File: src/hdl/nfc_pkg.sv
// Purpose: Shared constants and types for the NOR flash command host
// Assumes: 100 MHz pclk, x16 flash bus, APB command registers
// Notes: All command codes and register offsets live here
package nfc_pkg;
  // ****************************************************************
  // Register map (APB byte offsets)
  // ****************************************************************
  localparam logic [7:0] REG_CTRL = 8'h00;
  localparam logic [7:0] REG_ADDR = 8'h04;
  localparam logic [7:0] REG_WDATA = 8'h08;
  localparam logic [7:0] REG_STATUS = 8'h0c;
  localparam logic [7:0] REG_RDATA = 8'h10;
  localparam logic [7:0] REG_MODE = 8'h14;
  // CTRL fields: [4:0] operation, bit 8 go
  localparam int CTRL_GO_BIT = 8;
  // STATUS fields
  localparam int ST_BUSY_BIT = 0;
  localparam int ST_DONE_BIT = 1;
  localparam int ST_REFUSED_BIT = 2;
  // ****************************************************************
  // Flash command codes and unlock addresses
  // ****************************************************************
  localparam logic [7:0] CMD_UNLOCK1 = 8'haa;
  localparam logic [7:0] CMD_UNLOCK2 = 8'h55;
  localparam logic [7:0] CMD_RESET = 8'hf0;
  localparam logic [7:0] CMD_AUTOSEL = 8'h90;
  localparam logic [7:0] CMD_QUERY = 8'h98;
  localparam logic [7:0] CMD_PROG = 8'ha0;
  localparam logic [7:0] CMD_BUF_LOAD = 8'h25;
  localparam logic [7:0] CMD_BUF_CONFIRM = 8'h29;
  localparam logic [7:0] CMD_BYPASS = 8'h20;
  localparam logic [7:0] CMD_ERASE_SETUP = 8'h80;
  localparam logic [7:0] CMD_CHIP_ERASE = 8'h10;
  localparam logic [7:0] CMD_SECTOR_ERASE = 8'h30;
  localparam logic [7:0] CMD_SUSPEND = 8'hb0;
  localparam logic [7:0] CMD_RESUME = 8'h30;
  localparam logic [7:0] CMD_SECSI = 8'h88;
  localparam logic [7:0] CMD_EXIT_DATA = 8'h00;
  localparam logic [11:0] ADDR_U1 = 12'h555;
  localparam logic [11:0] ADDR_U2 = 12'h2aa;
  localparam logic [11:0] ADDR_QUERY = 12'h055;
  localparam int BUF_WORDS = 32;
  // ****************************************************************
  // Bus timing (ns and derived cycles at 10 ns)
  // ****************************************************************
  localparam int CLK_NS = 10;
  localparam int T_WE_LOW_NS = 35;
  localparam int T_WE_HIGH_NS = 30;
  localparam int T_READ_NS = 110;
  localparam int WE_LOW_CYC = (T_WE_LOW_NS + CLK_NS - 1) / CLK_NS;
  localparam int WE_HIGH_CYC = (T_WE_HIGH_NS + CLK_NS - 1) / CLK_NS;
  localparam int READ_CYC = (T_READ_NS + CLK_NS - 1) / CLK_NS;
  // ****************************************************************
  // Operations requested through CTRL
  // ****************************************************************
  typedef enum logic [4:0] {
    OP_READ, OP_RESET, OP_AUTOSEL_ENTER, OP_QUERY, OP_PROGRAM,
    OP_BUF_START, OP_BUF_WORD, OP_BUF_CONFIRM, OP_ABORT_RESET,
    OP_BYPASS_ENTER, OP_BYPASS_PROG, OP_BYPASS_SECTOR_ERASE,
    OP_BYPASS_CHIP_ERASE, OP_BYPASS_EXIT, OP_CHIP_ERASE,
    OP_SECTOR_ERASE, OP_SUSPEND, OP_RESUME, OP_SECSI_ENTER,
    OP_SECSI_EXIT
  } nfc_op_e;
  // Host's view of the device state
  typedef enum logic [2:0] {
    DM_ARRAY, DM_AUTOSEL, DM_QUERY, DM_BYPASS, DM_ERASING,
    DM_SUSPENDED, DM_SECSI, DM_BUF_LOAD
  } nfc_dev_e;
  // One flash bus cycle
  typedef struct packed {
    logic wr;
    logic [25:0] addr;
    logic [15:0] data;
  } nfc_cyc_s;
endpackage : nfc_pkg

File: src/hdl/nfc_bus_cycle.sv
// Purpose: Runs one asynchronous flash read or write cycle
// Assumes: Flash pins change only on pclk edges
// Notes: Chip select falls and rises together with write enable or output enable
`timescale 1ns/1ps
module nfc_bus_cycle
(
  input wire logic pclk,
  input wire logic presetn,
  input wire logic start,
  input wire nfc_pkg::nfc_cyc_s cyc,
  output logic done,
  output logic [15:0] rdata,
  output logic [25:0] fl_addr,
  output logic [15:0] fl_dq_o,
  output logic fl_dq_oe,
  input wire logic [15:0] fl_dq_i,
  output logic fl_ce_n,
  output logic fl_we_n,
  output logic fl_oe_n
);
  typedef enum logic [1:0] {BC_IDLE, BC_ACTIVE, BC_RECOVER} nfc_bc_e;
  nfc_bc_e st_q;
  logic [3:0] cnt_q;
  logic wr_q;
  // ****************************************************************
  // Cycle sequencer
  // ****************************************************************
  // Address and data are set on the same edge as the strobes fall,
  // and the address stays stable until the strobes rise again
  always_ff @(posedge pclk or negedge presetn)
  begin
    if (!presetn)
    begin
      st_q <= BC_IDLE;
      cnt_q <= 4'h0;
      wr_q <= 1'b0;
      fl_addr <= '0;
      fl_dq_o <= 16'h0000;
      fl_dq_oe <= 1'b0;
      fl_ce_n <= 1'b1;
      fl_we_n <= 1'b1;
      fl_oe_n <= 1'b1;
      rdata <= 16'h0000;
      done <= 1'b0;
    end
    else
    begin
      done <= 1'b0;
      case (st_q)
        BC_IDLE:
          if (start)
          begin
            st_q <= BC_ACTIVE;
            wr_q <= cyc.wr;
            fl_addr <= cyc.addr;
            fl_dq_o <= cyc.data;
            fl_dq_oe <= cyc.wr;
            fl_ce_n <= 1'b0;
            fl_we_n <= !cyc.wr;
            fl_oe_n <= cyc.wr;
            cnt_q <= cyc.wr ? 4'(nfc_pkg::WE_LOW_CYC)
                            : 4'(nfc_pkg::READ_CYC);
          end
        BC_ACTIVE:
          if (cnt_q == 4'h1)
          begin
            // Value latches at the first rising strobe edge
            fl_ce_n <= 1'b1;
            fl_we_n <= 1'b1;
            fl_oe_n <= 1'b1;
            if (!wr_q)
              rdata <= fl_dq_i; // Array read needs no prior writes
            cnt_q <= 4'(nfc_pkg::WE_HIGH_CYC);
            st_q <= BC_RECOVER;
          end
          else
            cnt_q <= cnt_q - 4'h1;
        BC_RECOVER:
          if (cnt_q == 4'h1)
          begin
            fl_dq_oe <= 1'b0; // Hold data until strobes high, then free
            done <= 1'b1;
            st_q <= BC_IDLE;
          end
          else
            cnt_q <= cnt_q - 4'h1;
        default:
          st_q <= BC_IDLE;
      endcase
    end
  end
endmodule : nfc_bus_cycle

File: src/hdl/nfc_host.sv
// Purpose: APB-controlled host that issues flash command sequences
// Assumes: One operation at a time; software polls STATUS
// Notes: Unlock cycles use zero upper byte and zero high address
`timescale 1ns/1ps
module nfc_host
#(
  parameter int ADDR_W = 26,
  parameter int SECTOR_LSB = 16,
  parameter int BUF_PAGE_W = 5
)
(
  input wire logic pclk,
  input wire logic presetn,
  input wire logic psel,
  input wire logic penable,
  input wire logic pwrite,
  input wire logic [7:0] paddr,
  input wire logic [31:0] pwdata,
  output logic [31:0] prdata,
  output logic pready,
  output logic pslverr,
  output logic [25:0] fl_addr,
  output logic [15:0] fl_dq_o,
  output logic fl_dq_oe,
  input wire logic [15:0] fl_dq_i,
  output logic fl_ce_n,
  output logic fl_we_n,
  output logic fl_oe_n
);
  // ****************************************************************
  // Registers and state
  // ****************************************************************
  logic [4:0] op_q;
  logic [25:0] addr_q;
  logic [15:0] wdata_q;
  logic [15:0] rdata_q;
  logic busy_q, done_q, refused_q;
  nfc_pkg::nfc_dev_e dev_q;
  logic [2:0] step_q;
  logic [2:0] nsteps_q;
  logic [5:0] buf_left_q;
  logic [25:0] buf_page_q;
  logic cyc_start_q;
  logic cyc_done;
  logic [15:0] cyc_rdata;
  nfc_pkg::nfc_cyc_s cur_cyc;

  // Command-cycle builder: high address cleared, upper byte zero
  function automatic nfc_pkg::nfc_cyc_s cmd(input logic [11:0] a,
                                            input logic [7:0] d);
    nfc_pkg::nfc_cyc_s c;
    c.wr = 1'b1;
    c.addr = {14'h0000, a};
    c.data = {8'h00, d};
    return c;
  endfunction : cmd

  // Cycle carrying a full location and value
  function automatic nfc_pkg::nfc_cyc_s full(input logic w,
                                             input logic [25:0] a,
                                             input logic [15:0] d);
    nfc_pkg::nfc_cyc_s c;
    c.wr = w;
    c.addr = a;
    c.data = d;
    return c;
  endfunction : full

  // ****************************************************************
  // APB slave decode
  // ****************************************************************
  wire apb_acc = psel && penable;
  wire apb_wr = apb_acc && pwrite;
  wire hit_ctrl = (paddr == nfc_pkg::REG_CTRL);
  wire hit_addr = (paddr == nfc_pkg::REG_ADDR);
  wire hit_wdata = (paddr == nfc_pkg::REG_WDATA);
  wire hit_status = (paddr == nfc_pkg::REG_STATUS);
  wire hit_rdata = (paddr == nfc_pkg::REG_RDATA);
  wire hit_mode = (paddr == nfc_pkg::REG_MODE);
  wire hit_any = hit_ctrl || hit_addr || hit_wdata || hit_status ||
                 hit_rdata || hit_mode;
  wire go = apb_wr && hit_ctrl && pwdata[nfc_pkg::CTRL_GO_BIT] && !busy_q;
  wire [4:0] go_op = pwdata[4:0];
  wire [31:0] status_word = {29'h0, refused_q, done_q, busy_q};
  assign pready = 1'b1; // Zero wait states
  assign pslverr = apb_acc && !hit_any;
  assign prdata = hit_ctrl ? {27'h0, op_q} :
                  hit_addr ? {6'h0, addr_q} :
                  hit_wdata ? {16'h0, wdata_q} :
                  hit_status ? status_word :
                  hit_rdata ? {16'h0, rdata_q} :
                  hit_mode ? {29'h0, dev_q} : 32'h0;

  // ****************************************************************
  // Legality check against the tracked device state
  // ****************************************************************
  // Illegal requests are refused rather than sent, since a stray
  // sequence leaves the device undefined
  logic legal;
  logic [2:0] steps;
  always_comb
  begin
    legal = 1'b1;
    steps = 3'd1;
    case (nfc_pkg::nfc_op_e'(go_op))
      nfc_pkg::OP_READ: legal = (dev_q != nfc_pkg::DM_BUF_LOAD);
      nfc_pkg::OP_RESET: legal = (dev_q != nfc_pkg::DM_BYPASS);
      nfc_pkg::OP_AUTOSEL_ENTER:
      begin
        legal = (dev_q == nfc_pkg::DM_ARRAY) ||
                (dev_q == nfc_pkg::DM_SUSPENDED);
        steps = 3'd3;
      end
      nfc_pkg::OP_QUERY:
        legal = (dev_q == nfc_pkg::DM_ARRAY) ||
                (dev_q == nfc_pkg::DM_AUTOSEL);
      nfc_pkg::OP_PROGRAM:
      begin
        legal = (dev_q == nfc_pkg::DM_ARRAY) ||
                (dev_q == nfc_pkg::DM_SUSPENDED);
        steps = 3'd4;
      end
      nfc_pkg::OP_BUF_START:
      begin
        legal = (dev_q == nfc_pkg::DM_ARRAY) &&
                (wdata_q < 16'(nfc_pkg::BUF_WORDS));
        steps = 3'd4;
      end
      nfc_pkg::OP_BUF_WORD:
        legal = (dev_q == nfc_pkg::DM_BUF_LOAD) && (buf_left_q != 6'h0) &&
                (addr_q[25:BUF_PAGE_W] == buf_page_q[25:BUF_PAGE_W]);
      nfc_pkg::OP_BUF_CONFIRM:
        legal = (dev_q == nfc_pkg::DM_BUF_LOAD) && (buf_left_q == 6'h0);
      nfc_pkg::OP_ABORT_RESET: steps = 3'd3;
      nfc_pkg::OP_BYPASS_ENTER:
      begin
        legal = (dev_q == nfc_pkg::DM_ARRAY);
        steps = 3'd3;
      end
      nfc_pkg::OP_BYPASS_PROG, nfc_pkg::OP_BYPASS_SECTOR_ERASE,
      nfc_pkg::OP_BYPASS_CHIP_ERASE, nfc_pkg::OP_BYPASS_EXIT:
      begin
        legal = (dev_q == nfc_pkg::DM_BYPASS);
        steps = 3'd2;
      end
      nfc_pkg::OP_CHIP_ERASE, nfc_pkg::OP_SECTOR_ERASE:
      begin
        legal = (dev_q == nfc_pkg::DM_ARRAY);
        steps = 3'd6;
      end
      nfc_pkg::OP_SUSPEND: legal = (dev_q == nfc_pkg::DM_ERASING);
      nfc_pkg::OP_RESUME: legal = (dev_q == nfc_pkg::DM_SUSPENDED);
      nfc_pkg::OP_SECSI_ENTER:
      begin
        legal = (dev_q == nfc_pkg::DM_ARRAY);
        steps = 3'd3;
      end
      nfc_pkg::OP_SECSI_EXIT:
      begin
        legal = (dev_q == nfc_pkg::DM_SECSI);
        steps = 3'd4;
      end
      default: legal = 1'b0;
    endcase
  end

  // ****************************************************************
  // Cycle selection for the current step
  // ****************************************************************
  wire [25:0] sec_addr = {addr_q[25:SECTOR_LSB], SECTOR_LSB'(0)};
  always_comb
  begin
    cur_cyc = step_q[0] ? cmd(nfc_pkg::ADDR_U2, nfc_pkg::CMD_UNLOCK2)
                        : cmd(nfc_pkg::ADDR_U1, nfc_pkg::CMD_UNLOCK1);
    case (nfc_pkg::nfc_op_e'(op_q))
      nfc_pkg::OP_READ: cur_cyc = full(1'b0, addr_q, 16'h0000);
      nfc_pkg::OP_RESET:
        cur_cyc = cmd(12'h000, nfc_pkg::CMD_RESET);
      nfc_pkg::OP_AUTOSEL_ENTER:
        if (step_q == 3'd2)
          cur_cyc = cmd(nfc_pkg::ADDR_U1, nfc_pkg::CMD_AUTOSEL);
      nfc_pkg::OP_QUERY:
        cur_cyc = cmd(nfc_pkg::ADDR_QUERY, nfc_pkg::CMD_QUERY);
      nfc_pkg::OP_PROGRAM:
        if (step_q == 3'd2)
          cur_cyc = cmd(nfc_pkg::ADDR_U1, nfc_pkg::CMD_PROG);
        else if (step_q == 3'd3)
          cur_cyc = full(1'b1, addr_q, wdata_q);
      nfc_pkg::OP_BUF_START:
        if (step_q == 3'd2)
          cur_cyc = full(1'b1, sec_addr, {8'h00, nfc_pkg::CMD_BUF_LOAD});
        else if (step_q == 3'd3)
          cur_cyc = full(1'b1, sec_addr, wdata_q);
      nfc_pkg::OP_BUF_WORD: cur_cyc = full(1'b1, addr_q, wdata_q);
      nfc_pkg::OP_BUF_CONFIRM:
        cur_cyc = full(1'b1, sec_addr, {8'h00, nfc_pkg::CMD_BUF_CONFIRM});
      nfc_pkg::OP_ABORT_RESET:
        if (step_q == 3'd2)
          cur_cyc = cmd(nfc_pkg::ADDR_U1, nfc_pkg::CMD_RESET);
      nfc_pkg::OP_BYPASS_ENTER:
        if (step_q == 3'd2)
          cur_cyc = cmd(nfc_pkg::ADDR_U1, nfc_pkg::CMD_BYPASS);
      nfc_pkg::OP_BYPASS_PROG:
        cur_cyc = step_q[0] ? full(1'b1, addr_q, wdata_q)
                            : cmd(12'h000, nfc_pkg::CMD_PROG);
      nfc_pkg::OP_BYPASS_SECTOR_ERASE:
        cur_cyc = step_q[0]
          ? full(1'b1, sec_addr, {8'h00, nfc_pkg::CMD_SECTOR_ERASE})
          : cmd(12'h000, nfc_pkg::CMD_ERASE_SETUP);
      nfc_pkg::OP_BYPASS_CHIP_ERASE:
        cur_cyc = step_q[0] ? cmd(12'h000, nfc_pkg::CMD_CHIP_ERASE)
                            : cmd(12'h000, nfc_pkg::CMD_ERASE_SETUP);
      nfc_pkg::OP_BYPASS_EXIT:
        cur_cyc = step_q[0] ? cmd(12'h000, nfc_pkg::CMD_EXIT_DATA)
                            : cmd(12'h000, nfc_pkg::CMD_AUTOSEL);
      nfc_pkg::OP_CHIP_ERASE, nfc_pkg::OP_SECTOR_ERASE:
        if (step_q == 3'd2)
          cur_cyc = cmd(nfc_pkg::ADDR_U1, nfc_pkg::CMD_ERASE_SETUP);
        else if (step_q == 3'd3)
          cur_cyc = cmd(nfc_pkg::ADDR_U1, nfc_pkg::CMD_UNLOCK1);
        else if (step_q == 3'd4)
          cur_cyc = cmd(nfc_pkg::ADDR_U2, nfc_pkg::CMD_UNLOCK2);
        else if (step_q == 3'd5)
          cur_cyc = (op_q == 5'(nfc_pkg::OP_CHIP_ERASE))
            ? cmd(nfc_pkg::ADDR_U1, nfc_pkg::CMD_CHIP_ERASE)
            : full(1'b1, sec_addr, {8'h00, nfc_pkg::CMD_SECTOR_ERASE});
      nfc_pkg::OP_SUSPEND:
        cur_cyc = cmd(12'h000, nfc_pkg::CMD_SUSPEND);
      nfc_pkg::OP_RESUME:
        cur_cyc = cmd(12'h000, nfc_pkg::CMD_RESUME);
      nfc_pkg::OP_SECSI_ENTER:
        if (step_q == 3'd2)
          cur_cyc = cmd(nfc_pkg::ADDR_U1, nfc_pkg::CMD_SECSI);
      nfc_pkg::OP_SECSI_EXIT:
        if (step_q == 3'd2)
          cur_cyc = cmd(nfc_pkg::ADDR_U1, nfc_pkg::CMD_AUTOSEL);
        else if (step_q == 3'd3)
          cur_cyc = cmd(12'h000, nfc_pkg::CMD_EXIT_DATA);
      default: cur_cyc = cmd(12'h000, nfc_pkg::CMD_RESET);
    endcase
  end

  // Device state after the sequence completes
  logic [2:0] dev_next;
  always_comb
  begin
    dev_next = dev_q;
    case (nfc_pkg::nfc_op_e'(op_q))
      nfc_pkg::OP_RESET, nfc_pkg::OP_ABORT_RESET, nfc_pkg::OP_BYPASS_EXIT,
      nfc_pkg::OP_SECSI_EXIT: dev_next = nfc_pkg::DM_ARRAY;
      nfc_pkg::OP_AUTOSEL_ENTER: dev_next = nfc_pkg::DM_AUTOSEL;
      nfc_pkg::OP_QUERY: dev_next = nfc_pkg::DM_QUERY;
      nfc_pkg::OP_BUF_START: dev_next = nfc_pkg::DM_BUF_LOAD;
      nfc_pkg::OP_BUF_CONFIRM: dev_next = nfc_pkg::DM_ARRAY;
      nfc_pkg::OP_BYPASS_ENTER: dev_next = nfc_pkg::DM_BYPASS;
      nfc_pkg::OP_SECTOR_ERASE: dev_next = nfc_pkg::DM_ERASING;
      nfc_pkg::OP_SUSPEND: dev_next = nfc_pkg::DM_SUSPENDED;
      nfc_pkg::OP_RESUME: dev_next = nfc_pkg::DM_ERASING;
      nfc_pkg::OP_SECSI_ENTER: dev_next = nfc_pkg::DM_SECSI;
      default: dev_next = dev_q;
    endcase
  end
  wire last_step = cyc_done && (step_q == nsteps_q - 3'd1);

  // ****************************************************************
  // Software registers
  // ****************************************************************
  always_ff @(posedge pclk or negedge presetn)
  begin
    if (!presetn)
    begin
      op_q <= 5'h00;
      addr_q <= '0;
      wdata_q <= 16'h0000;
      refused_q <= 1'b0;
    end
    else
    begin
      if (apb_wr && hit_addr && !busy_q)
        addr_q <= pwdata[25:0];
      if (apb_wr && hit_wdata && !busy_q)
        wdata_q <= pwdata[15:0];
      if (go)
        op_q <= go_op;
      if (apb_wr && hit_ctrl && pwdata[nfc_pkg::CTRL_GO_BIT])
        refused_q <= busy_q || !legal;
    end
  end

  // ****************************************************************
  // Sequencer
  // ****************************************************************
  // Sector erase is assumed to finish by software issuing reset; the
  // host cannot see completion without status polling
  always_ff @(posedge pclk or negedge presetn)
  begin
    if (!presetn)
    begin
      busy_q <= 1'b0;
      done_q <= 1'b0;
      step_q <= 3'd0;
      nsteps_q <= 3'd1;
      cyc_start_q <= 1'b0;
      dev_q <= nfc_pkg::DM_ARRAY;
      rdata_q <= 16'h0000;
      buf_left_q <= 6'h00;
      buf_page_q <= '0;
    end
    else
    begin
      cyc_start_q <= 1'b0;
      if (go && legal)
      begin
        busy_q <= 1'b1;
        done_q <= 1'b0;
        step_q <= 3'd0;
        nsteps_q <= steps;
        cyc_start_q <= 1'b1;
      end
      else if (apb_wr && hit_status && pwdata[nfc_pkg::ST_DONE_BIT])
        done_q <= 1'b0;
      if (cyc_done)
      begin
        if (!cur_cyc.wr)
          rdata_q <= cyc_rdata;
        if (last_step)
        begin
          busy_q <= 1'b0;
          done_q <= 1'b1;
          dev_q <= nfc_pkg::nfc_dev_e'(dev_next);
          if (op_q == 5'(nfc_pkg::OP_BUF_START))
          begin
            buf_left_q <= 6'(wdata_q[4:0]) + 6'h01;
            buf_page_q <= addr_q;
          end
          else if (op_q == 5'(nfc_pkg::OP_BUF_WORD))
            buf_left_q <= buf_left_q - 6'h01;
        end
        else
        begin
          step_q <= step_q + 3'd1;
          cyc_start_q <= 1'b1;
        end
      end
    end
  end

  nfc_bus_cycle u_cycle
  (
    .pclk(pclk),
    .presetn(presetn),
    .start(cyc_start_q),
    .cyc(cur_cyc),
    .done(cyc_done),
    .rdata(cyc_rdata),
    .fl_addr(fl_addr),
    .fl_dq_o(fl_dq_o),
    .fl_dq_oe(fl_dq_oe),
    .fl_dq_i(fl_dq_i),
    .fl_ce_n(fl_ce_n),
    .fl_we_n(fl_we_n),
    .fl_oe_n(fl_oe_n)
  );
endmodule : nfc_host

File: config.mk
export PLATFORM = sky130hd
export DESIGN_NAME = nfc_host
export DESIGN_NICKNAME = d
export VERILOG_FILES = /design/src/hdl/nfc_pkg.sv /design/src/hdl/nfc_bus_cycle.sv /design/src/hdl/nfc_host.sv
export SDC_FILE = /design/constraint.sdc
export NUM_CORES = 1
export LEC_CHECK = 0
export ABC_AREA = 1
export BUFFER_PORTS_ARGS = -buffer_cell sky130_fd_sc_hd__buf_2
export CORE_UTILIZATION = 34
export DETAILED_ROUTE_END_ITERATION = 8
export GPL_TIMING_DRIVEN = 0
export PLACE_DENSITY_LB_ADDON = 0.15
export SLEW_MARGIN = 20
export SYNTH_ARGS = -nofsm -noshare
export SYNTH_HDL_FRONTEND = slang
export SYNTH_SLANG_ARGS = --single-unit
File: constraint.sdc
create_clock -name pclk -period 2.5 [get_ports pclk]
set_input_delay 0.5 -clock pclk [delete_from_list [all_inputs] [get_ports pclk]]
set_output_delay 0.5 -clock pclk [all_outputs]
set_load 0.01 [all_outputs]
Word level (Yosys, flattened, before mapping)
Cells that the tools add are included.
- $add $sub $neg: 5
- order comparisons: 1
- equal/unequal tests: 64
- multiplexer cells: 65
- bitwise gates (word level): 2
- reductions and logical operators: 61
- operators with widths (cell ; count):
    $pmux 43 s18 ; 1
    $mux 42 ; 11
    $mux 27 ; 7
    $eq 5x4->1 const B ; 16
    $mux 26 ; 2
    $mux 16 ; 3
    $eq 5x3->1 const B ; 8
    $eq 5x5->1 const B ; 8
    $pmux 3 s8 ; 1
    $reduce_and 3->1 ; 8
    $eq 21x21->1 ; 1
    $eq 5x2->1 const B ; 4
    $eq 3x3->1 const B ; 6
    $logic_and 1x1->1 ; 18
    $mux 1 ; 17
    $eq 8x4->1 const B ; 2
    $eq 8x5->1 const B ; 2
    $lt 16x6->1 const B ; 1
    $mux 4 ; 4
    $mux 8 ; 2
    $pmux 1 s13 ; 1
    $mux 3 ; 4
    $mux 6 ; 2
    $pmux 3 s4 ; 1
    38 further kinds ; 68
- register bits after elaboration: 178
- bits of input ports: 61
- output and inout port bits: 80
- logic and storage cells: 222

Depth between registers and ports, before layout
- depth in word-level cells: 10
- mapped depth: 14
- gate-level depth less buffers: 13

By module
Synthesis repeated with hierarchy kept, for this count alone.
- cell total of the unflattened synthesis: 1220
- area total of the unflattened synthesis: 9915.8 µm²
- by module, submodules not included (module ; times used ; cells an instance ; area an instance (µm²) ; seq. area each (µm²)):
    nfc_host ; 1 ; 975 ; 6847.8 ; 2578.7
    nfc_bus_cycle ; 1 ; 245 ; 3067.9 ; 1755.4

Worst setup path after synthesis
No wires, ideal clock.
- kind: input-to-output
- from: input port paddr[7]
- to: output port prdata[6]
- arrival time: 1.705 ns
- required time: 2.000 ns
- path slack: 0.295 ns
- cell stages on the path: 7
- path buffers: 1
- path through: or2_4 > nor3_4 > inv_2 > nor4_4 > buf_4 > nand2_1 > o211ai_1
- longest elaborated chain between the ends: 6
- elaborated cells on any way between the ends: 10
- those cells by class: eq/ne: 4; mux: 5; reduce/logical: 1
- RTL lines (element ; line ; source):
    start, declared ; nfc_host.sv:17 ; input wire logic [7:0] paddr,
    $eq 8x5->1 ; nfc_host.sv:78 ; wire hit_rdata = (paddr == nfc_pkg::REG_RDATA);
    $mux 16 ; nfc_host.sv:91 ; hit_rdata ? {16'h0, rdata_q} :
    $mux 16 ; nfc_host.sv:90 ; hit_status ? status_word :
    $mux 16 ; nfc_host.sv:89 ; hit_wdata ? {16'h0, wdata_q} :
    $mux 26 ; nfc_host.sv:88 ; hit_addr ? {6'h0, addr_q} :
    $mux 26 * ; nfc_host.sv:87 ; assign prdata = hit_ctrl ? {27'h0, op_q} :
    end, declared ; nfc_host.sv:19 ; output logic [31:0] prdata,
Every way passes the cells marked *; elsewhere a longest branch is shown, timed or not.

Final worst setup path
- from: input port paddr[7]
- to: output port prdata[8]
The elaborated chain is that of the path after synthesis.

==> results.md <==
* DP HPWL at 23.6 mm
* Clock skew at 10.4 ps
* CP Capture Type: primary output
* Layout cell share with drive strength beyond 1 at 0.201
* Fin crit period at 2420 ps
* Distinct cells, synth at 57
* Core Region at 27900 µm²
* Critical path's top delay family: buffers and inverters
* Worst Tran Pin Value at 619 ps
* GPL Wtd Cong at 0.904
* CP Data Required Time at 2000 ps
* Seq cells post-synth at 173
* Post-Layout Cell Count at 1868
* Die Footprint at 29200 µm²
* Period utilisation layout at 0.968
* Fillers at 2990
* Arrival @ worst endpoint at 1920 ps
* Max VDD drop at 452 µV
* WL final at 30.3 mm
* Dominant cell type by area after synthesis: dfrtp_1
* Area growth from synthesis to layout at 21.4%
* Startpoint Class: primary input
* Final ANT Viol Nets at 0
* R2r setup slk at 200 ps
* Primary FF master, synth: dfrtp_1
* Max stage delay on crit path at 260 ps
* # nets final at 1551
* Vias/cell at 4.76
* Worst hold start: fl_dq_i[0]
* Largest net degree at the start of global routing at 67
* CP dominant cell by count: buf_2
* DR WL met3 at 1.26 mm
* Bufs and invs on worst path at 4
* Synth top area cells: dfrtp_1 (44%), nand2_1 (15%), inv_1 (6.0%)
* Clk buf depth at 2
* First-pass GRT wire length at 47.8 mm
* Skew-Pair Late Insertion Delay at 440 ps
* Setup-failing EPs final at 0
* Status: complete, no violations
* Leakage at 0.00606 µW
* Max layer used: met4
* FF-to-FF Start: step_q[0]
* Die Ht at 171 µm
* H-tree Lvls at 4
* Vias in the first global route at 8460
* Ys Warns at 0
* WL met1 at 15.1 mm
* Final Max Slew Viols at 0
* Initial Utilization at 0.347
* I/O Buffers at 127
* Placed Cells at 1820
* Register area share after synthesis at 0.447
* TritonCTS Sinks at 173
* TritonCTS buffer count at 17
* DR WL met2 at 13.6 mm
* Post-synth EDFFs at 0
* Power Density at 640 nW/µm²
* Share of the synthesized area in the top cell type at 0.436
* WHS Endpoint: u_cycle.rdata[0]
* DR WL/cell at 16.2 µm
* Hold Path Class: primary input to flip-flop
* Total congestion overflow at 0
* RSZ-0062 raised after global routing: no
* Hold path cells at 3
* I/O pins at 141
* Util after Layout at 0.421
* Die width at 171 µm
* Row Count at 61
* TritonCTS clock tree: yes
* Number of remaining DRC errors at 0
* Root buf cell: clkbuf_16
* Via count at 8898
* Clk pin slew, worst setup/hold paths at 70 ps
* Final hold viol count at 0
* Initial antenna violation count at 0
* CP max stage cell: or2_4
* Gr usage total at 0.218
* Slew headroom at 0.587
* Fmax at 413 MHz
* Max cap viols at 0
* Post-Syn Instances at 1308
* Critical path fanouts, max at 10
* Kind of critical path: primary input to primary output
* Worst r2r path cells at 13
* CP Cell Sequence: buf_2 > or2_4 > nor3_4 > buf_4 > nand2_2 > clkbuf_2 > o211ai_1 > buf_2
* Initial DRC count at 538
* Worst flop-to-flop path endpoint: u_cycle.fl_addr[2]
* Post-synth ARST share at 1.00
* First-pass DRT Iterations at 7
* ANT cells at 0
* Avg Cell Area, Syn at 7.41 µm²
* Synthesized area at 9690 µm²
metal layers:
metal  GRT usage  up-vias
met1       0.312     4141
met4      0.0543        0
met2       0.338      212
met3      0.0384       25
met5           0        -
li1            -     4520
flip-flops by register name (all words and copies together), names as in the netlist:
| name | count |
|---|---|
| step_q | 3 |
| buf_left_q | 6 |
| u_cycle.fl_addr | 26 |
| addr_q | 26 |
| u_cycle.fl_ce_n | 1 |
| op_q | 5 |
| u_cycle.fl_dq_o | 16 |
| dev_q | 3 |
| u_cycle.fl_dq_oe | 1 |
| nsteps_q | 3 |
| u_cycle.fl_we_n | 1 |
| buf_page_q | 21 |
| u_cycle.wr_q | 1 |
| u_cycle.done | 1 |
| wdata_q | 16 |
| done_q | 1 |
| rdata_q | 16 |
| refused_q | 1 |
| u_cycle.fl_oe_n | 1 |
| busy_q | 1 |
| u_cycle.st_q | 2 |
| u_cycle.rdata | 16 |
| cyc_start_q | 1 |
| u_cycle.cnt_q | 4 |
stage by stage:
| step | hold slack [ps] | TNS [ps] | instance area [µm²] | total power [µW] | setup WS [ps] |
|---|---|---|---|---|---|
| floorplan | 204 | 0 | 9710 | 4430 | 295 |
| global placement | 453 | -351350 | 10800 | 4920 | -2040 |
| global route | 288 | 0 | 11800 | 7980 | 15.8 |
| CTS | 282 | -555 | 11700 | 7600 | -53.7 |
| detailed placement | 423 | -5090 | 10900 | 4950 | -365 |
| finish | 299 | 0 | 11800 | 7530 | 80.8 |
report_power, final:
| part | internal (µW) | total (µW) | switching [µW] |
|---|---|---|---|
| sequential | 3260 | 3480 | 219 |
| clock | 1330 | 2630 | 1310 |
| combinational | 544 | 1420 | 875 |
| total | 5130 | 7530 | 2400 |
Yosys cell counts (all sizes together), types with 3 or more instances:
| library cell | instances |
|---|---|
| nand2 | 406 |
| o211ai | 13 |
| inv | 172 |
| xor2 | 5 |
| o21ai | 128 |
| dfstp | 4 |
| o22ai | 4 |
| nor3 | 24 |
| a31oi | 3 |
| nor2 | 155 |
| nand3 | 68 |
| ha | 13 |
| dfrtp | 169 |
| a21oi | 54 |
| o2111ai | 8 |
| nor4 | 5 |
| buf | 21 |
| clkbuf | 21 |
| xnor2 | 4 |
| nand4 | 8 |
final cells by class:
type,count,area (µm²),area share
Buffer,42,235,0.0200
Clock buffer,17,425,0.0362
Clock inverter,15,145,0.0123
Inverter,173,653,0.0555
Multi-Input combinational cell,925,4660,0.396
Sequential cell,173,4340,0.368
Tap cell,378,473,0.0402
Timing Repair Buffer,145,843,0.0717
worst max path at each step:
stage / from / endpoint / slack, ps / depth (start not counted)
final: paddr[7] / prdata[8] / 80 / 8
after global placement: presetn / u_cycle.fl_dq_o[14] / -2040 / 1
after detailed placement: paddr[1] / prdata[12] / -360 / 8
after CTS: paddr[6] / prdata[6] / -50 / 10
after floorplan: paddr[7] / prdata[6] / 290 / 7
after global routing: paddr[7] / prdata[21] / 20 / 8
placed cells by master, fill, tap and decap left out, types with 8 or more instances in the layout:
master     instances
nand2_2           19
buf_2            129
clkbuf_1          18
inv_1            152
o21ai_0           88
o21ai_1           23
buf_6              9
o211ai_1          13
nand2_1          382
inv_2             19
buf_4             20
nor2_4             8
a21oi_1           50
nand3_1           65
nor2_1           142
nor3_1            21
dfrtp_1          168
clkbuf_16         17
ha_1              13
o21ai_2           16
cell families (layout without fill, tap and decap cells):
| logic type | Yosys count | count (layout) | share of synthesized area |
|---|---|---|---|
| AO/OA/AOI/OAI | 223 | 223 | 0.137 |
| XOR/XNOR | 9 | 9 | 0.00813 |
| adder cells (fa/ha/maj) | 13 | 13 | 0.0168 |
| buffers and inverters | 215 | 392 | 0.0904 |
| flip-flops | 173 | 173 | 0.447 |
| multiplexers | 2 | 2 | 0.00232 |
| other | 2 | 7 | 0.000775 |
| AND/OR/NAND/NOR | 671 | 671 | 0.297 |
what timing repair did:
item                                    CTS  global route
hold buffers                              1             0
pin swaps                                 9             7
resized for setup                        36             8
endpoints found under the setup margin   24            32
hold endpoints to repair                 41             0
gates cloned                              1             0
buffers inserted                         11             4
tightest hold or removal path: cells and delay by family:
family          cells  cell delay [ps]
compound gates      1               90
buf+inv             1               70
simple gates        1               30
Power figures use the tool's default switching activity.
